--- src/fwos_defs.svh ---
// Register offsets, field positions, reset values and timing counts of the flash sequencer
`ifndef FWOS_DEFS_SVH
`define FWOS_DEFS_SVH
`define FWOS_OFF_CTRL0_LOW 8'h00
`define FWOS_OFF_CTRL0_HIGH 8'h04
`define FWOS_OFF_SEC_LOW 8'h08
`define FWOS_OFF_SEC_HIGH 8'h0C
`define FWOS_OFF_ADDR_LOW 8'h10
`define FWOS_OFF_ADDR_HIGH 8'h14
`define FWOS_OFF_WD0_LOW 8'h18
`define FWOS_OFF_WD0_HIGH 8'h1C
`define FWOS_OFF_WD1_LOW 8'h20
`define FWOS_OFF_WD1_HIGH 8'h24
`define FWOS_OFF_ERROR 8'h28
`define FWOS_OFF_TEMP_UNPROT 8'h2C
`define FWOS_OFF_NV_WP 8'h30
`define FWOS_OFF_NV_AP0 8'h34
`define FWOS_OFF_NV_DIS 8'h38
`define FWOS_OFF_NV_REEN 8'h3C
`define FWOS_BIT_START 15
`define FWOS_BIT_SUSPEND_BIT 14
`define FWOS_BIT_WPG 13
`define FWOS_BIT_DWORD_PROG_SEL 12
`define FWOS_BIT_SER 11
`define FWOS_BIT_SPR 8
`define FWOS_BIT_BUSY 4
`define FWOS_BIT_RESERR 0
`define FWOS_BIT_ACCESS_PROTECT_BIT 0
`define FWOS_BIT_ADDR2 2
`define FWOS_SEL_MASK 16'h3900
`define FWOS_NV_ADDR_HIGH 16'h0008
`define FWOS_NV_WP_LOW 16'hDFB4
`define FWOS_NV_AP0_LOW 16'hDFB8
`define FWOS_NV_AP1_LOW 16'hDFBC
`define FWOS_RST_NV 16'hFFFF
`define FWOS_RST_ZERO 16'h0000
`define FWOS_PROG_NS 2000
`define FWOS_ERASE_NS 40000
`define FWOS_CLK_NS 40
`define FWOS_PROG_CYC ((`FWOS_PROG_NS + `FWOS_CLK_NS - 1) / `FWOS_CLK_NS)
`define FWOS_ERASE_CYC ((`FWOS_ERASE_NS + `FWOS_CLK_NS - 1) / `FWOS_CLK_NS)
`endif

--- src/fwos_pkg.sv ---
// Types shared by the flash sequencer
package fwos_pkg;
   typedef enum logic [2:0] {
      FWOS_IDLE,
      FWOS_PROG,
      FWOS_ERASE,
      FWOS_PROG_IN_SUSPEND_BIT,
      FWOS_SUSPENDED
   } fwos_state_e;
   typedef struct packed {
      logic wr;
      logic [15:0] data;
      logic [23:0] addr;
      logic [63:0] wdata;
      logic [1:0] kind;
   } fwos_array_cmd_s;
endpackage

--- src/fwos_seq.sv ---
// Flash write-operation sequencer with AXI4-Lite register access
//
// What this block does
// - Register writes must come register-indirect; device accepts only such writes.
// - Only 16-bit wide writes are taken; other strobes are refused.
// - Select one operation, load operands, then set start bit 0x8000.
// - Control high half: suspend, word, double-word, erase, set-protect select bits.
// - Word program writes 32-bit data register 0 to the address pair.
// - Double-word program writes 64 bits at even-word address, address bit 2 ignored.
// - Sector erase erases every sector set in sector select halves.
// - Clearing a select bit before start cancels, array untouched.
// - Setting suspend during program or erase suspends it.
// - Sector select halves read zero once erase has completed.
// - Resume with different select bits aborts and sets resume error, unless a word or double-word program is selected.
// - Program during erase suspend cannot be suspended; erase and suspend read low.
// - Suspended erase resumes by setting erase select then start.
// - Set-protection targets protection registers at fixed addresses, high 0x0008.
// - Writing 0xFFF0 to write-protect register protects four lowest sectors; here the value is only stored, erase and program do not check it.
// - Writing 0xFFFC to access-protect register 0 enables access and debug protection; only access protection from bit 0 is built here.
// - Re-enable: set temp unprotect, set-protect 0xFFFE to enable reg, clear it.
// - Permanent disable and re-enable possible at most sixteen times.
// - Protection in force when both access bit and temp unprotect are zero and disable and re-enable registers match.
// - Temp unprotect bit is written only when fetching from internal flash.
`timescale 1ns/1ns
`include "fwos_defs.svh"
module fwos_seq
   import fwos_pkg::*;
(
   input wire logic core_clk_i,
   input wire logic rst_n_i,
   input wire logic [7:0] s_axi_awaddr,
   input wire logic s_axi_awvalid,
   output logic s_axi_awready,
   input wire logic [31:0] s_axi_wdata,
   input wire logic [3:0] s_axi_wstrb,
   input wire logic s_axi_wvalid,
   output logic s_axi_wready,
   output logic [1:0] s_axi_bresp,
   output logic s_axi_bvalid,
   input wire logic s_axi_bready,
   input wire logic [7:0] s_axi_araddr,
   input wire logic s_axi_arvalid,
   output logic s_axi_arready,
   output logic [31:0] s_axi_rdata,
   output logic [1:0] s_axi_rresp,
   output logic s_axi_rvalid,
   input wire logic s_axi_rready,
   input wire logic fetch_from_flash_i,
   input wire logic indirect_access_i,
   output logic array_wr_o,
   output logic [1:0] array_kind_o,
   output logic [23:0] array_addr_o,
   output logic [63:0] array_wdata_o,
   output logic access_protected_o
);
   // ------------------------------------------------------------
   // Bus write channel
   // ------------------------------------------------------------
   logic aw_held_q, w_held_q, bvalid_q, awready_q, wready_q;
   logic [7:0] awaddr_q;
   logic [31:0] wdata_q;
   logic [3:0] wstrb_q;
   logic [1:0] bresp_q;
   wire aw_take = s_axi_awvalid & awready_q;
   wire w_take = s_axi_wvalid & wready_q;
   wire wr_fire = aw_held_q & w_held_q & ~bvalid_q;
   wire [15:0] wr_val = wdata_q[15:0];
   // Only a full 16-bit low lane counts as a legal write
   wire wr_width_ok = (wstrb_q == 4'h3);
   logic prot_q;
   wire is_temp_reg = (awaddr_q == `FWOS_OFF_TEMP_UNPROT);
   wire is_nv_reg = (awaddr_q >= `FWOS_OFF_NV_WP);
   wire wr_mapped = (awaddr_q <= `FWOS_OFF_NV_REEN) & (awaddr_q[1:0] == 2'h0);
   wire wr_ok = wr_mapped & wr_width_ok & indirect_access_i & ~is_nv_reg & (~prot_q | is_temp_reg);
   wire wr_en = wr_fire & wr_ok;
   always_ff @(posedge core_clk_i or negedge rst_n_i) begin
      if (!rst_n_i) begin
         aw_held_q <= 1'b0;
         w_held_q <= 1'b0;
         bvalid_q <= 1'b0;
         awready_q <= 1'b0;
         wready_q <= 1'b0;
         awaddr_q <= 8'h00;
         wdata_q <= 32'h00000000;
         wstrb_q <= 4'h0;
         bresp_q <= 2'h0;
      end else begin
         awready_q <= ~aw_held_q & ~aw_take;
         wready_q <= ~w_held_q & ~w_take;
         if (aw_take) begin
            aw_held_q <= 1'b1;
            awaddr_q <= s_axi_awaddr;
         end
         if (w_take) begin
            w_held_q <= 1'b1;
            wdata_q <= s_axi_wdata;
            wstrb_q <= s_axi_wstrb;
         end
         if (wr_fire) begin
            bvalid_q <= 1'b1;
            bresp_q <= wr_ok ? 2'h0 : 2'h2;
         end else if (bvalid_q & s_axi_bready) begin
            bvalid_q <= 1'b0;
            aw_held_q <= 1'b0;
            w_held_q <= 1'b0;
         end
      end
   end
   assign s_axi_awready = awready_q;
   assign s_axi_wready = wready_q;
   assign s_axi_bvalid = bvalid_q;
   assign s_axi_bresp = bresp_q;

   // ------------------------------------------------------------
   // Register file
   // ------------------------------------------------------------
   logic [15:0] ctrl0_low_q, ctrl0_high_q, sector_select_low_q, sector_select_high_q;
   logic [15:0] target_addr_low_q, target_addr_high_q;
   logic [15:0] wdata0_low_q, wdata0_high_q, wdata1_low_q, wdata1_high_q;
   logic [15:0] error_reg_q, nv_write_protect_reg_q, nv_access_protect_reg0_q;
   logic [15:0] nv_disable_reg_q, nv_reenable_reg_q;
   logic temp_unprotect_bit_q;
   fwos_state_e state_q;
   logic [10:0] cnt_q;
   logic [15:0] suspend_bit_sel_q;
   wire w_c0h = wr_en & (awaddr_q == `FWOS_OFF_CTRL0_HIGH);
   wire running = (state_q == FWOS_PROG) | (state_q == FWOS_ERASE) | (state_q == FWOS_PROG_IN_SUSPEND_BIT);
   wire start_req = w_c0h & wr_val[`FWOS_BIT_START] & ~running;
   wire [15:0] sel_now = wr_val & `FWOS_SEL_MASK;
   wire one_sel = $onehot(sel_now);
   wire op_done = running & (cnt_q == 11'h000);
   // suspend only for plain program or erase
   wire suspend_bit_req = w_c0h & wr_val[`FWOS_BIT_SUSPEND_BIT] & ((state_q == FWOS_PROG) | (state_q == FWOS_ERASE));
   wire resume_bad = start_req & (state_q == FWOS_SUSPENDED) & (sel_now != suspend_bit_sel_q) &
                     ~(sel_now[`FWOS_BIT_WPG] | sel_now[`FWOS_BIT_DWORD_PROG_SEL]);
   wire is_nv_target = (target_addr_high_q == `FWOS_NV_ADDR_HIGH);
   // disable and re-enable allowed while an enable bit is left; sixteen at most
   wire reenable_ok = (nv_reenable_reg_q != 16'h0000);
   always_ff @(posedge core_clk_i or negedge rst_n_i) begin
      if (!rst_n_i) begin
         ctrl0_low_q <= `FWOS_RST_ZERO;
         ctrl0_high_q <= `FWOS_RST_ZERO;
         sector_select_low_q <= `FWOS_RST_ZERO;
         sector_select_high_q <= `FWOS_RST_ZERO;
         target_addr_low_q <= `FWOS_RST_ZERO;
         target_addr_high_q <= `FWOS_RST_ZERO;
         wdata0_low_q <= `FWOS_RST_ZERO;
         wdata0_high_q <= `FWOS_RST_ZERO;
         wdata1_low_q <= `FWOS_RST_ZERO;
         wdata1_high_q <= `FWOS_RST_ZERO;
         error_reg_q <= `FWOS_RST_ZERO;
         temp_unprotect_bit_q <= 1'b0;
      end else begin
         if (wr_en) begin
            unique case (awaddr_q)
               `FWOS_OFF_CTRL0_LOW: ctrl0_low_q <= wr_val;
               // clearing select bits before start simply cancels
               `FWOS_OFF_CTRL0_HIGH: if (!running) ctrl0_high_q <= wr_val;
               `FWOS_OFF_SEC_LOW: sector_select_low_q <= wr_val;
               `FWOS_OFF_SEC_HIGH: sector_select_high_q <= wr_val;
               `FWOS_OFF_ADDR_LOW: target_addr_low_q <= wr_val;
               `FWOS_OFF_ADDR_HIGH: target_addr_high_q <= wr_val;
               `FWOS_OFF_WD0_LOW: wdata0_low_q <= wr_val;
               `FWOS_OFF_WD0_HIGH: wdata0_high_q <= wr_val;
               `FWOS_OFF_WD1_LOW: wdata1_low_q <= wr_val;
               `FWOS_OFF_WD1_HIGH: wdata1_high_q <= wr_val;
               `FWOS_OFF_ERROR: error_reg_q <= wr_val;
               // temp unprotect only from flash fetch
               `FWOS_OFF_TEMP_UNPROT: if (fetch_from_flash_i) temp_unprotect_bit_q <= wr_val[0];
               default: ;
            endcase
         end
         // abort sets resume error, set wins over a clear
         if (resume_bad)
            error_reg_q[`FWOS_BIT_RESERR] <= 1'b1;
         if (suspend_bit_req)
            ctrl0_high_q <= (ctrl0_high_q & ~16'h8010) | 16'h4000;
         // start and busy fall at completion
         if (op_done)
            ctrl0_high_q <= 16'h0000;
         // finished erase shows empty sector select
         if (op_done & (state_q == FWOS_ERASE)) begin
            sector_select_low_q <= 16'h0000;
            sector_select_high_q <= 16'h0000;
         end
         if (start_req) begin
            if (one_sel & ~resume_bad & ~ctrl0_high_q[`FWOS_BIT_SUSPEND_BIT])
               ctrl0_high_q <= sel_now | 16'h8010;
            else
               ctrl0_high_q <= 16'h0000;
         end
      end
   end

   // ------------------------------------------------------------
   // Operation sequencer
   // ------------------------------------------------------------
   logic arr_wr_q;
   logic [1:0] arr_kind_q;
   logic [23:0] arr_addr_q;
   logic [63:0] arr_wdata_q;
   fwos_state_e state_d;
   wire go = start_req & one_sel & ~resume_bad & ~ctrl0_high_q[`FWOS_BIT_SUSPEND_BIT];
   always_comb begin
      state_d = state_q;
      unique case (state_q)
         FWOS_IDLE:
            if (go & sel_now[`FWOS_BIT_SER])
               state_d = FWOS_ERASE;
            else if (go)
               state_d = FWOS_PROG;
         FWOS_PROG:
            if (suspend_bit_req)
               state_d = FWOS_SUSPENDED;
            else if (op_done)
               state_d = FWOS_IDLE;
         FWOS_ERASE:
            if (suspend_bit_req)
               state_d = FWOS_SUSPENDED;
            else if (op_done)
               state_d = FWOS_IDLE;
         FWOS_PROG_IN_SUSPEND_BIT:
            if (op_done)
               state_d = FWOS_SUSPENDED;
         FWOS_SUSPENDED:
            if (resume_bad)
               state_d = FWOS_IDLE;
            else if (go & (suspend_bit_sel_q[`FWOS_BIT_SER]) & (sel_now[`FWOS_BIT_WPG] | sel_now[`FWOS_BIT_DWORD_PROG_SEL]))
               state_d = FWOS_PROG_IN_SUSPEND_BIT;
            // erase resumes on erase select and start
            else if (go & sel_now[`FWOS_BIT_SER])
               state_d = FWOS_ERASE;
            else if (go)
               state_d = FWOS_PROG;
      endcase
   end
   always_ff @(posedge core_clk_i or negedge rst_n_i) begin
      if (!rst_n_i) begin
         state_q <= FWOS_IDLE;
         cnt_q <= 11'h000;
         suspend_bit_sel_q <= 16'h0000;
      end else begin
         state_q <= state_d;
         if (suspend_bit_req)
            suspend_bit_sel_q <= ctrl0_high_q & `FWOS_SEL_MASK;
         if (go & (state_q != FWOS_SUSPENDED | ~suspend_bit_sel_q[`FWOS_BIT_SER] | sel_now[`FWOS_BIT_SER]))
            cnt_q <= sel_now[`FWOS_BIT_SER] ? 11'(`FWOS_ERASE_CYC - 1) : 11'(`FWOS_PROG_CYC - 1);
         else if (go)
            cnt_q <= 11'(`FWOS_PROG_CYC - 1);
         else if (running & (cnt_q != 11'h000))
            cnt_q <= cnt_q - 11'h001;
      end
   end

   // ------------------------------------------------------------
   // Array command and protection store
   // ------------------------------------------------------------
   wire commit = op_done;
   wire [15:0] sel_run = ctrl0_high_q & `FWOS_SEL_MASK;
   always_ff @(posedge core_clk_i or negedge rst_n_i) begin
      if (!rst_n_i) begin
         arr_wr_q <= 1'b0;
         arr_kind_q <= 2'h0;
         arr_addr_q <= 24'h000000;
         arr_wdata_q <= 64'h0;
         nv_write_protect_reg_q <= `FWOS_RST_NV;
         nv_access_protect_reg0_q <= `FWOS_RST_NV;
         nv_disable_reg_q <= `FWOS_RST_NV;
         nv_reenable_reg_q <= `FWOS_RST_NV;
         prot_q <= 1'b0;
      end else begin
         arr_wr_q <= 1'b0;
         // protected when the access bit is zero, unless permanently disabled or temporarily lifted
         prot_q <= ~nv_access_protect_reg0_q[`FWOS_BIT_ACCESS_PROTECT_BIT] & ~temp_unprotect_bit_q &
                   (nv_disable_reg_q == nv_reenable_reg_q);
         if (commit & ~sel_run[`FWOS_BIT_SPR]) begin
            arr_wr_q <= 1'b1;
            if (sel_run[`FWOS_BIT_SER]) begin
               arr_kind_q <= 2'h2;
               arr_addr_q <= 24'h000000;
               arr_wdata_q <= {32'h0, sector_select_high_q, sector_select_low_q};
            end else if (sel_run[`FWOS_BIT_DWORD_PROG_SEL]) begin
               arr_kind_q <= 2'h1;
               arr_addr_q <= {target_addr_high_q[7:0], target_addr_low_q[15:3], 3'h0};
               arr_wdata_q <= {wdata1_high_q, wdata1_low_q, wdata0_high_q, wdata0_low_q};
            end else begin
               arr_kind_q <= 2'h0;
               arr_addr_q <= {target_addr_high_q[7:0], target_addr_low_q};
               arr_wdata_q <= {32'h0, wdata0_high_q, wdata0_low_q};
            end
         end
         if (commit & sel_run[`FWOS_BIT_SPR] & is_nv_target) begin
            if (target_addr_low_q == `FWOS_NV_WP_LOW)
               nv_write_protect_reg_q <= nv_write_protect_reg_q & wdata0_low_q;
            if (target_addr_low_q == `FWOS_NV_AP0_LOW)
               nv_access_protect_reg0_q <= nv_access_protect_reg0_q & wdata0_low_q;
            // sixteen disable and enable bits bound the cycles
            if (target_addr_low_q == `FWOS_NV_AP1_LOW & temp_unprotect_bit_q & reenable_ok) begin
               nv_disable_reg_q <= nv_disable_reg_q & wdata0_low_q;
               nv_reenable_reg_q <= nv_reenable_reg_q & (wdata0_high_q | nv_disable_reg_q);
            end
         end
      end
   end
   assign array_wr_o = arr_wr_q;
   assign array_kind_o = arr_kind_q;
   assign array_addr_o = arr_addr_q;
   assign array_wdata_o = arr_wdata_q;
   assign access_protected_o = prot_q;

   // ------------------------------------------------------------
   // Bus read channel
   // ------------------------------------------------------------
   logic rvalid_q, arready_q;
   logic [31:0] rdata_q;
   logic [1:0] rresp_q;
   // erase and suspend read low during program in erase suspend
   wire [15:0] c0h_view = (state_q == FWOS_PROG_IN_SUSPEND_BIT) ? (ctrl0_high_q & 16'hB7FF) : ctrl0_high_q;
   wire ar_take = s_axi_arvalid & arready_q;
   logic [15:0] rd_val;
   logic rd_hit;
   always_comb begin
      rd_hit = 1'b1;
      unique case (s_axi_araddr)
         `FWOS_OFF_CTRL0_LOW: rd_val = ctrl0_low_q;
         `FWOS_OFF_CTRL0_HIGH: rd_val = c0h_view;
         `FWOS_OFF_SEC_LOW: rd_val = sector_select_low_q;
         `FWOS_OFF_SEC_HIGH: rd_val = sector_select_high_q;
         `FWOS_OFF_ADDR_LOW: rd_val = target_addr_low_q;
         `FWOS_OFF_ADDR_HIGH: rd_val = target_addr_high_q;
         `FWOS_OFF_WD0_LOW: rd_val = wdata0_low_q;
         `FWOS_OFF_WD0_HIGH: rd_val = wdata0_high_q;
         `FWOS_OFF_WD1_LOW: rd_val = wdata1_low_q;
         `FWOS_OFF_WD1_HIGH: rd_val = wdata1_high_q;
         `FWOS_OFF_ERROR: rd_val = error_reg_q;
         `FWOS_OFF_TEMP_UNPROT: rd_val = {15'h0000, temp_unprotect_bit_q};
         `FWOS_OFF_NV_WP: rd_val = nv_write_protect_reg_q;
         `FWOS_OFF_NV_AP0: rd_val = nv_access_protect_reg0_q;
         `FWOS_OFF_NV_DIS: rd_val = nv_disable_reg_q;
         `FWOS_OFF_NV_REEN: rd_val = nv_reenable_reg_q;
         default: begin
            rd_val = 16'h0000;
            rd_hit = 1'b0;
         end
      endcase
   end
   always_ff @(posedge core_clk_i or negedge rst_n_i) begin
      if (!rst_n_i) begin
         rvalid_q <= 1'b0;
         arready_q <= 1'b0;
         rdata_q <= 32'h00000000;
         rresp_q <= 2'h0;
      end else begin
         arready_q <= ~rvalid_q & ~ar_take;
         if (ar_take) begin
            rvalid_q <= 1'b1;
            rdata_q <= {16'h0000, rd_val};
            rresp_q <= rd_hit ? 2'h0 : 2'h2;
         end else if (rvalid_q & s_axi_rready) begin
            rvalid_q <= 1'b0;
         end
      end
   end
   assign s_axi_arready = arready_q;
   assign s_axi_rvalid = rvalid_q;
   assign s_axi_rdata = rdata_q;
   assign s_axi_rresp = rresp_q;

   // ------------------------------------------------------------
   // Checks
   // ------------------------------------------------------------
   a_start_busy: assert property (@(posedge core_clk_i) disable iff (!rst_n_i)
      go |=> ctrl0_high_q[`FWOS_BIT_BUSY] & ctrl0_high_q[`FWOS_BIT_START])
      else $error("busy not set after start");
   a_done_clear: assert property (@(posedge core_clk_i) disable iff (!rst_n_i)
      op_done & ~start_req |=> ~ctrl0_high_q[`FWOS_BIT_BUSY])
      else $error("busy stuck after completion");
   a_suspend_bit_state: assert property (@(posedge core_clk_i) disable iff (!rst_n_i)
      suspend_bit_req |=> state_q == FWOS_SUSPENDED)
      else $error("suspend not taken");
   a_no_suspend_bit_prog: assert property (@(posedge core_clk_i) disable iff (!rst_n_i)
      state_q == FWOS_PROG_IN_SUSPEND_BIT |-> c0h_view[`FWOS_BIT_SER] == 1'b0 && c0h_view[`FWOS_BIT_SUSPEND_BIT] == 1'b0)
      else $error("erase bits visible during suspend program");
   a_resume_err: assert property (@(posedge core_clk_i) disable iff (!rst_n_i)
      resume_bad |=> error_reg_q[`FWOS_BIT_RESERR] && state_q == FWOS_IDLE)
      else $error("bad resume not flagged");
   a_erase_clears: assert property (@(posedge core_clk_i) disable iff (!rst_n_i)
      op_done && state_q == FWOS_ERASE |=> sector_select_low_q == 16'h0000 && sector_select_high_q == 16'h0000)
      else $error("sector select not cleared");
   a_width_only: assert property (@(posedge core_clk_i) disable iff (!rst_n_i)
      wr_fire && wstrb_q != 4'h3 |=> s_axi_bresp == 2'h2)
      else $error("wrong width accepted");
   a_dword_align: assert property (@(posedge core_clk_i) disable iff (!rst_n_i)
      array_wr_o && array_kind_o == 2'h1 |-> array_addr_o[`FWOS_BIT_ADDR2] == 1'b0)
      else $error("double word not aligned");
   a_cancel_quiet: assert property (@(posedge core_clk_i) disable iff (!rst_n_i)
      state_q == FWOS_IDLE && !running |=> !array_wr_o)
      else $error("array written without operation");
endmodule

--- config.mk ---
export PLATFORM = sky130hd
export DESIGN_NAME = fwos_seq
export DESIGN_NICKNAME = d
export VERILOG_FILES = /design/src/fwos_pkg.sv /design/src/fwos_seq.sv
export VERILOG_INCLUDE_DIRS = /design/src
export SDC_FILE = /design/constraint.sdc
export NUM_CORES = 1
export LEC_CHECK = 0
export BUFFER_PORTS_ARGS = -buffer_cell sky130_fd_sc_hd__buf_2
export CAP_MARGIN = 40
export CORE_MARGIN = 4
export CORE_UTILIZATION = 30
export DETAILED_ROUTE_END_ITERATION = 12
export HOLD_SLACK_MARGIN = 0.1
export PLACE_DENSITY = 0.43
export SLEW_MARGIN = 10
export SYNTH_ARGS = -nofsm -noshare
export SYNTH_HDL_FRONTEND = slang
export SYNTH_SLANG_ARGS = --single-unit
--- constraint.sdc ---
create_clock -name core_clk_i -period 3.6 [get_ports core_clk_i]
set_input_delay 0.72 -clock core_clk_i [delete_from_list [all_inputs] [get_ports core_clk_i]]
set_output_delay 0.72 -clock core_clk_i [all_outputs]
set_load 0.05 [all_outputs]
# After elaboration in Yosys (flattened, before gate mapping)
# Cells that the tools add are included.
[classes]
addsub = 4
n_lt_le_gt_ge = 2
n_eq_ne = 44
n_mux = 50
bitwise = 71
n_reduce_logical = 39
[ops]
columns = ["operator", "n"]
rows = [
  ["case mux 16 bit (16 select lines)", 1],
  ["two-way mux 16 bit", 13],
  ["two-way mux 64 bit", 2],
  ["equality test 8 x 6 -> 1 bit, second input constant", 12],
  ["AND 16 bit", 4],
  ["equality test 8 x 5 -> 1 bit, second input constant", 8],
  ["equality test 16 bit, second input constant", 3],
  ["AND 1 bit", 43],
  ["two-way mux 11 bit", 3],
  ["equality test 8 x 4 -> 1 bit, second input constant", 4],
  ["AND reduction 2 bit", 15],
  ["two-way mux 24 bit", 1],
  ["two-way mux 3 bit", 8],
  ["NOT 1 bit", 17],
  ["equality test 16 bit", 1],
  ["equality test 16 x 4 -> 1 bit, second input constant", 1],
  ["equality test 8 x 3 -> 1 bit, second input constant", 2],
  ["logical NOT 8 bit", 2],
  ["two-way mux 1 bit", 16],
  ["bitwise OR 16 bit", 1],
  ["nonzero test 16 bit", 1],
  ["OR reduction 16 bit", 1],
  ["two-way mux 15 bit", 1],
  ["nonzero test 2 bit", 7],
  ["other kinds (28)", 43],
]
[totals]
regBits = 406
inputBits = 61
out_inout_bits = 133
elab_cells = 249

# Longest topological paths before layout
[logic_depth]
ltp_word = 21
mapped_depth = 10
depth_no_buf = 9

# Least setup slack after synthesis
# OpenSTA, ideal clock, no wires.
[synth_path]
path_type = "flip-flop to flip-flop"
from = "register wdata_q[11]"
to = "register cnt_q[8]"
setup_ns = 0.139
t_arrival_ns = 2.589
required_ns = 3.461
setup_slack_ns = 0.873
stages_incl_launch_ff = 10
n_path_buf = 0
synth_period_minus_slack_ns = 2.727
cell_sequence = "dfrtp_1 -> inv_1 -> fa_1 -> inv_1 -> ha_1 -> ha_1 -> or4_1 -> a21o_1 -> nor2_1 -> o211ai_1"
[synth_between]
elab_chain_len = 8
elab_cells_between_ends = 16
cone_classes = "2 x add/sub; 2 x eq/ne; 3 x mux; 8 x bitwise; 1 x reduce/logical"
[synth_lines]
columns = ["item", "line_no", "text"]
rows = [
  ["from (decl)", "fwos_seq.sv:61", "logic [31:0] wdata_q;"],
  ["from (signal assigned)", "fwos_seq.sv:96", "wdata_q <= s_axi_wdata;"],
  ["adder 1 x 1 -> 2 bit (not written as such) / != test 4 bit (equally long branches)", "fwos_seq.sv:130, fwos_seq.sv:134", ""],
  ["adder 2 x 2 -> 3 bit (not written as such) / AND 1 bit (equally long branches)", "fwos_seq.sv:130, fwos_seq.sv:134", ""],
  ["equality test 3 x 1 -> 1 bit / AND 1 bit (equally long branches)", "fwos_seq.sv:130, fwos_seq.sv:134", ""],
  ["AND 1 bit / NOT 1 bit (equally long branches)", "fwos_seq.sv:203", "wire go = start_req & one_sel & ~resume_bad & ~ctrl0_high_q[`FWOS_BIT_SUSPEND_BIT];"],
  ["AND 1 bit (2 in series)", "fwos_seq.sv:203", ""],
  ["AND 1 bit / two-way mux 11 bit (equally long branches)", "fwos_seq.sv:246, fwos_seq.sv:248", ""],
  ["nonzero test 3 bit (no source line) / two-way mux 11 bit (equally long branches)", "--", ""],
  ["to (signal assigned)", "fwos_seq.sv:247", "cnt_q <= sel_now[`FWOS_BIT_SER] ? 11'(`FWOS_ERASE_CYC - 1) : 11'(`FWOS_PROG_CYC - 1);"],
  ["to (signal assigned)", "fwos_seq.sv:249", "cnt_q <= 11'(`FWOS_PROG_CYC - 1);"],
  ["to (signal assigned)", "fwos_seq.sv:251", "cnt_q <= cnt_q - 11'h001;"],
  ["to (decl)", "fwos_seq.sv:124", "logic [10:0] cnt_q;"],
]
# Several ways; a longest one is shown, not always the timed one.
# A chain may end at the register's enable or synchronous reset.

# Final worst setup path
[layout_path]
from = "register wdata_q[11]"
to = "register ctrl0_high_q[11]"
[layout_between]
elab_chain_len = 8
elab_cells_between_ends = 16
cone_classes = "2 x add/sub; 2 x eq/ne; 7 x mux; 5 x bitwise"
[layout_lines]
columns = ["item", "line_no", "text"]
rows = [
  ["parallel branches: the longest is 7 deep, another holds adder 2 x 2 -> 3 bit", "--", ""],
  ["two-way mux 16 bit (*)", "fwos_seq.sv:186", "if (start_req) begin"],
  ["to (signal assigned)", "fwos_seq.sv:158", "`FWOS_OFF_CTRL0_HIGH: if (!running) ctrl0_high_q <= wr_val;"],
  ["to (signal assigned)", "fwos_seq.sv:177", "ctrl0_high_q <= (ctrl0_high_q & ~16'h8010) | 16'h4000;"],
  ["to (signal assigned)", "fwos_seq.sv:188", "ctrl0_high_q <= sel_now | 16'h8010;"],
  ["to (decl)", "fwos_seq.sv:117", "logic [15:0] ctrl0_low_q, ctrl0_high_q, sector_select_low_q, sector_select_high_q;"],
]
# Every way passes the cells marked *. The select of a mux whose other input is x is not followed.

==> results by group <==
GRT
  • First-pass GRT wire length: 104000 um
  • Pin count of the biggest net entering global routing: 80
  • Vias in the first global route: 14447
  • Initial antenna violation count: 6
  • Total GRT Usage: 21.1%
  • Grt total ovfl: 0

Yosys
  • Post-synth EDFFs: 0
  • Synthesis-stage register bit count: 404
  • Cell area after synthesis: 18600 um^2
  • Synth cell types: 80
  • Cell count after synthesis: 1554
  • Syn Area/Cell: 12.0 um^2
  • Ys async rst share: 100%
  • Ys Warns: 0
  • Sequential area share after synthesis: 54.8%
  • Top_reg_cell synth: dfrtp_1

Floorplan
  • Die width: 257 um
  • Initial Util: 30.6%
  • Core area: 60800 um^2
  • IO Count: 194
  • Number of cell rows: 90
  • Die area: 66000 um^2
  • Die H: 257 um

Run
  • Max Cap Violations: 0

Pwr
  • Pwr Total: 11700 uW
  • Power Density: 524 nW/um^2
  • Leak: 0.0102 uW
  • Worst IR Drop VDD: 0.000306 V

Worst setup path
  • Crit path cell chain: inv_1 -> fa_1 -> inv_1 -> ha_1 -> ha_1 -> or4_1 -> a21oi_1 -> o21ai_0 -> o21ai_0
  • Crit-path max cell delay: 0.55 ns
  • Critical path arrival: 3.78 ns
  • CP Data Required Time: 4.12 ns
  • CP endpoint kind: flip-flop
  • R2R Setup Slk: 0.35 ns
  • Kind of critical path: flip-flop to flip-flop
  • Largest fanout on the critical path: 6
  • Startpoint Class: flip-flop
  • CP max stage cell: or4_1

Clock network
  • Reg clk slew, reported paths: 0.06 ns
  • CTS root buf: clkbuf_16
  • Clock sink total: 404
  • Worst-skew pair later-pin latency: 0.61 ns
  • Clk buf depth: 3
  • Setup Buffers After CTS: 0
  • CTS tree: yes
  • Post-CTS resize count: 0
  • H-tree lvl count: 2
  • Post-CTS Hold Buffers: 0
  • CTS Buf Count: 48

Hold path
  • HP Class: input port to asynchronous set/reset pin

Placement
  • Placed cells: 2484
  • Placed inst area: 20700 um^2
  • IO Port Bufs: 159
  • DP Wirelength: 51900 um
  • GP Congestion: 0.944

STA
  • Final setup TNS: 0 ns
  • Slew at the pin with the worst max-slew slack: 0.869 ns
  • WHS: 0.128 ns
  • Clock Skew: 0.0370 ns
  • Hold Vio Cnt, Final: 0
  • Slew margin rel.: 41.6%
  • Final setup viols: 0
  • Fmax: 307 MHz
  • Period utilisation layout: 90.4%
  • Min Clock Period, post-route: 3.25 ns
  • Unrepaired setup endpoints after global routing: no
  • Max Slew Vio Count: 0

Detailed routing
  • Routed length per instance: 27.6 um
  • DRT antenna net count: 0
  • Vias per cell: 5.43
  • DRC: 0
  • Routed vias: 13983
  • First-pass iteration count of the detailed router: 5
  • Iter 0 DRT Violations: 1132
  • Routed WL: 71000 um

Final layout
  • Synth-to-layout area growth: 20.4%
  • Final nets: 1818
  • Post-route insts no fill: 2577
  • Final instance area: 22400 um^2
  • Share of cells above drive strength 1: 34.6%

Status
  • Status: finished clean
flip-flops by register name (all words and copies together), names as in the netlist, 8 cells and up:
signal / cells
array_addr_o: 24
array_wdata_o: 64
awaddr_q: 8
cnt_q: 11
ctrl0_high_q: 16
ctrl0_low_q: 16
error_reg_q: 16
nv_access_protect_reg0_q: 16
nv_disable_reg_q: 16
nv_reenable_reg_q: 16
nv_write_protect_reg_q: 16
s_axi_rdata: 16
sector_select_high_q: 16
sector_select_low_q: 16
target_addr_high_q: 16
target_addr_low_q: 16
wdata0_high_q: 16
wdata0_low_q: 16
wdata1_high_q: 16
wdata1_low_q: 16
wdata_q: 16
logic make-up after synthesis:
| group | after synthesis | synth area share, % |
|---|---|---|
| AND/OR/NAND/NOR | 349 | 11.0 |
| other | 1 | 0.0202 |
| buffers and inverters | 142 | 3.51 |
| adder cells (fa/ha/maj) | 4 | 0.310 |
| AO/OA/AOI/OAI | 396 | 15.1 |
| flip-flops | 404 | 54.8 |
| multiplexers | 238 | 14.4 |
| XOR/XNOR | 20 | 0.942 |
worst max-delay path: cells and delay by family, from the launching register on:
| kind | cells | cell delay, ns |
|---|---|---|
| compound gates | 3 | 1.16 |
| fa+ha+maj | 3 | 0.96 |
| buf+inv | 2 | 0.15 |
| flops | 1 | 0.35 |
| simple gates | 1 | 0.55 |
where the power goes:
part / internal [uW] / switching [uW] / leakage [uW] / total, uW
clock: 3090 / 2080 / 0.000816 / 5170
sequential: 4740 / 481 / 0.00526 / 5220
combinational: 430 / 911 / 0.00408 / 1340
total: 8260 / 3470 / 0.0102 / 11700
synthesized netlist by cell type (all sizes together), types with 6 or more instances:
| master | n | share of area (%) |
|---|---|---|
| a21oi | 26 | 0.70 |
| dfstp | 64 | 9.0 |
| and3 | 16 | 0.54 |
| dfrtp | 340 | 46 |
| and3b | 8 | 0.38 |
| nor4b | 9 | 0.52 |
| nand3b | 8 | 0.32 |
| buf | 42 | 1.5 |
| nand3 | 29 | 0.81 |
| or4 | 8 | 0.34 |
| inv | 15 | 0.30 |
| mux2 | 178 | 11 |
| nand2 | 109 | 2.2 |
| nor3b | 7 | 0.37 |
| or4b | 6 | 0.32 |
| o21a | 49 | 2.0 |
| a21o | 13 | 0.52 |
| a22oi | 48 | 1.9 |
| o211ai | 19 | 0.77 |
| a31oi | 8 | 0.27 |
| o21ai | 91 | 2.5 |
| a22o | 68 | 3.2 |
| xor2 | 19 | 0.90 |
| mux2i | 55 | 3.0 |
| o31a | 16 | 0.75 |
| or2 | 6 | 0.20 |
| nand2b | 23 | 0.77 |
| nor2b | 6 | 0.20 |
| o22ai | 19 | 0.64 |
| nor4 | 21 | 0.89 |
| nor4bb | 7 | 0.38 |
| nor2 | 30 | 0.62 |
| clkbuf | 85 | 1.7 |
| nor3 | 19 | 0.67 |
| nand4 | 16 | 0.54 |
placed cells by master (no fill, tap or decap), types with 28 or more instances in the layout:
master	n
clkbuf_16	48
a22o_1	68
o21a_1	49
nand2_1	109
mux2_2	177
dfrtp_1	339
mux2i_1	55
o21ai_0	91
dfstp_2	64
nand3_1	28
buf_4	92
nor2_1	29
a22oi_1	48
buf_2	158
layout make-up:
class / count / area (um^2)
fillers: 6077 / 38400
repair buffers: 259 / 1630
clock buffers: 69 / 1370
clock inverters: 21 / 294
flip-flops and latches: 404 / 10200
inverters: 15 / 56.3
well taps: 782 / 978
multi-input cells: 1025 / 7860
diodes: 2 / 5.00
stage by stage:
stage               utilization, %  setup slack (ns)
CTS                           36.8             0.406
global route                  36.8             0.113
global placement              34.0             0.454
floorplan                        -             0.873
detailed placement            34.1             0.414
finish                        36.8             0.346
path summary, 6_finish.rpt:
kind,from,end,depth (start not counted)
worst max register to register,wdata_q[11],ctrl0_high_q[11],9
worst min register to register,w_held_q,s_axi_wready,1
min in group core_clk_i,s_axi_rready,s_axi_rvalid,2
worst min-delay path,rst_n_i,array_wdata_o[16],1
max in group asynchronous,rst_n_i,nv_access_protect_reg0_q[7],2
worst max-delay path,wdata_q[11],ctrl0_high_q[11],9
metal layers:
layer / vias to the layer above / global-route usage (%) / routed length (um)
met5: - / 0 / 31
met4: 4 / 6.73 / 2320
met3: 119 / 5.13 / 4990
met2: 478 / 32.4 / 31700
met1: 7209 / 29.6 / 31900
li1: 6173 / - / -
Note: power is estimated with default switching activity, not from simulation.
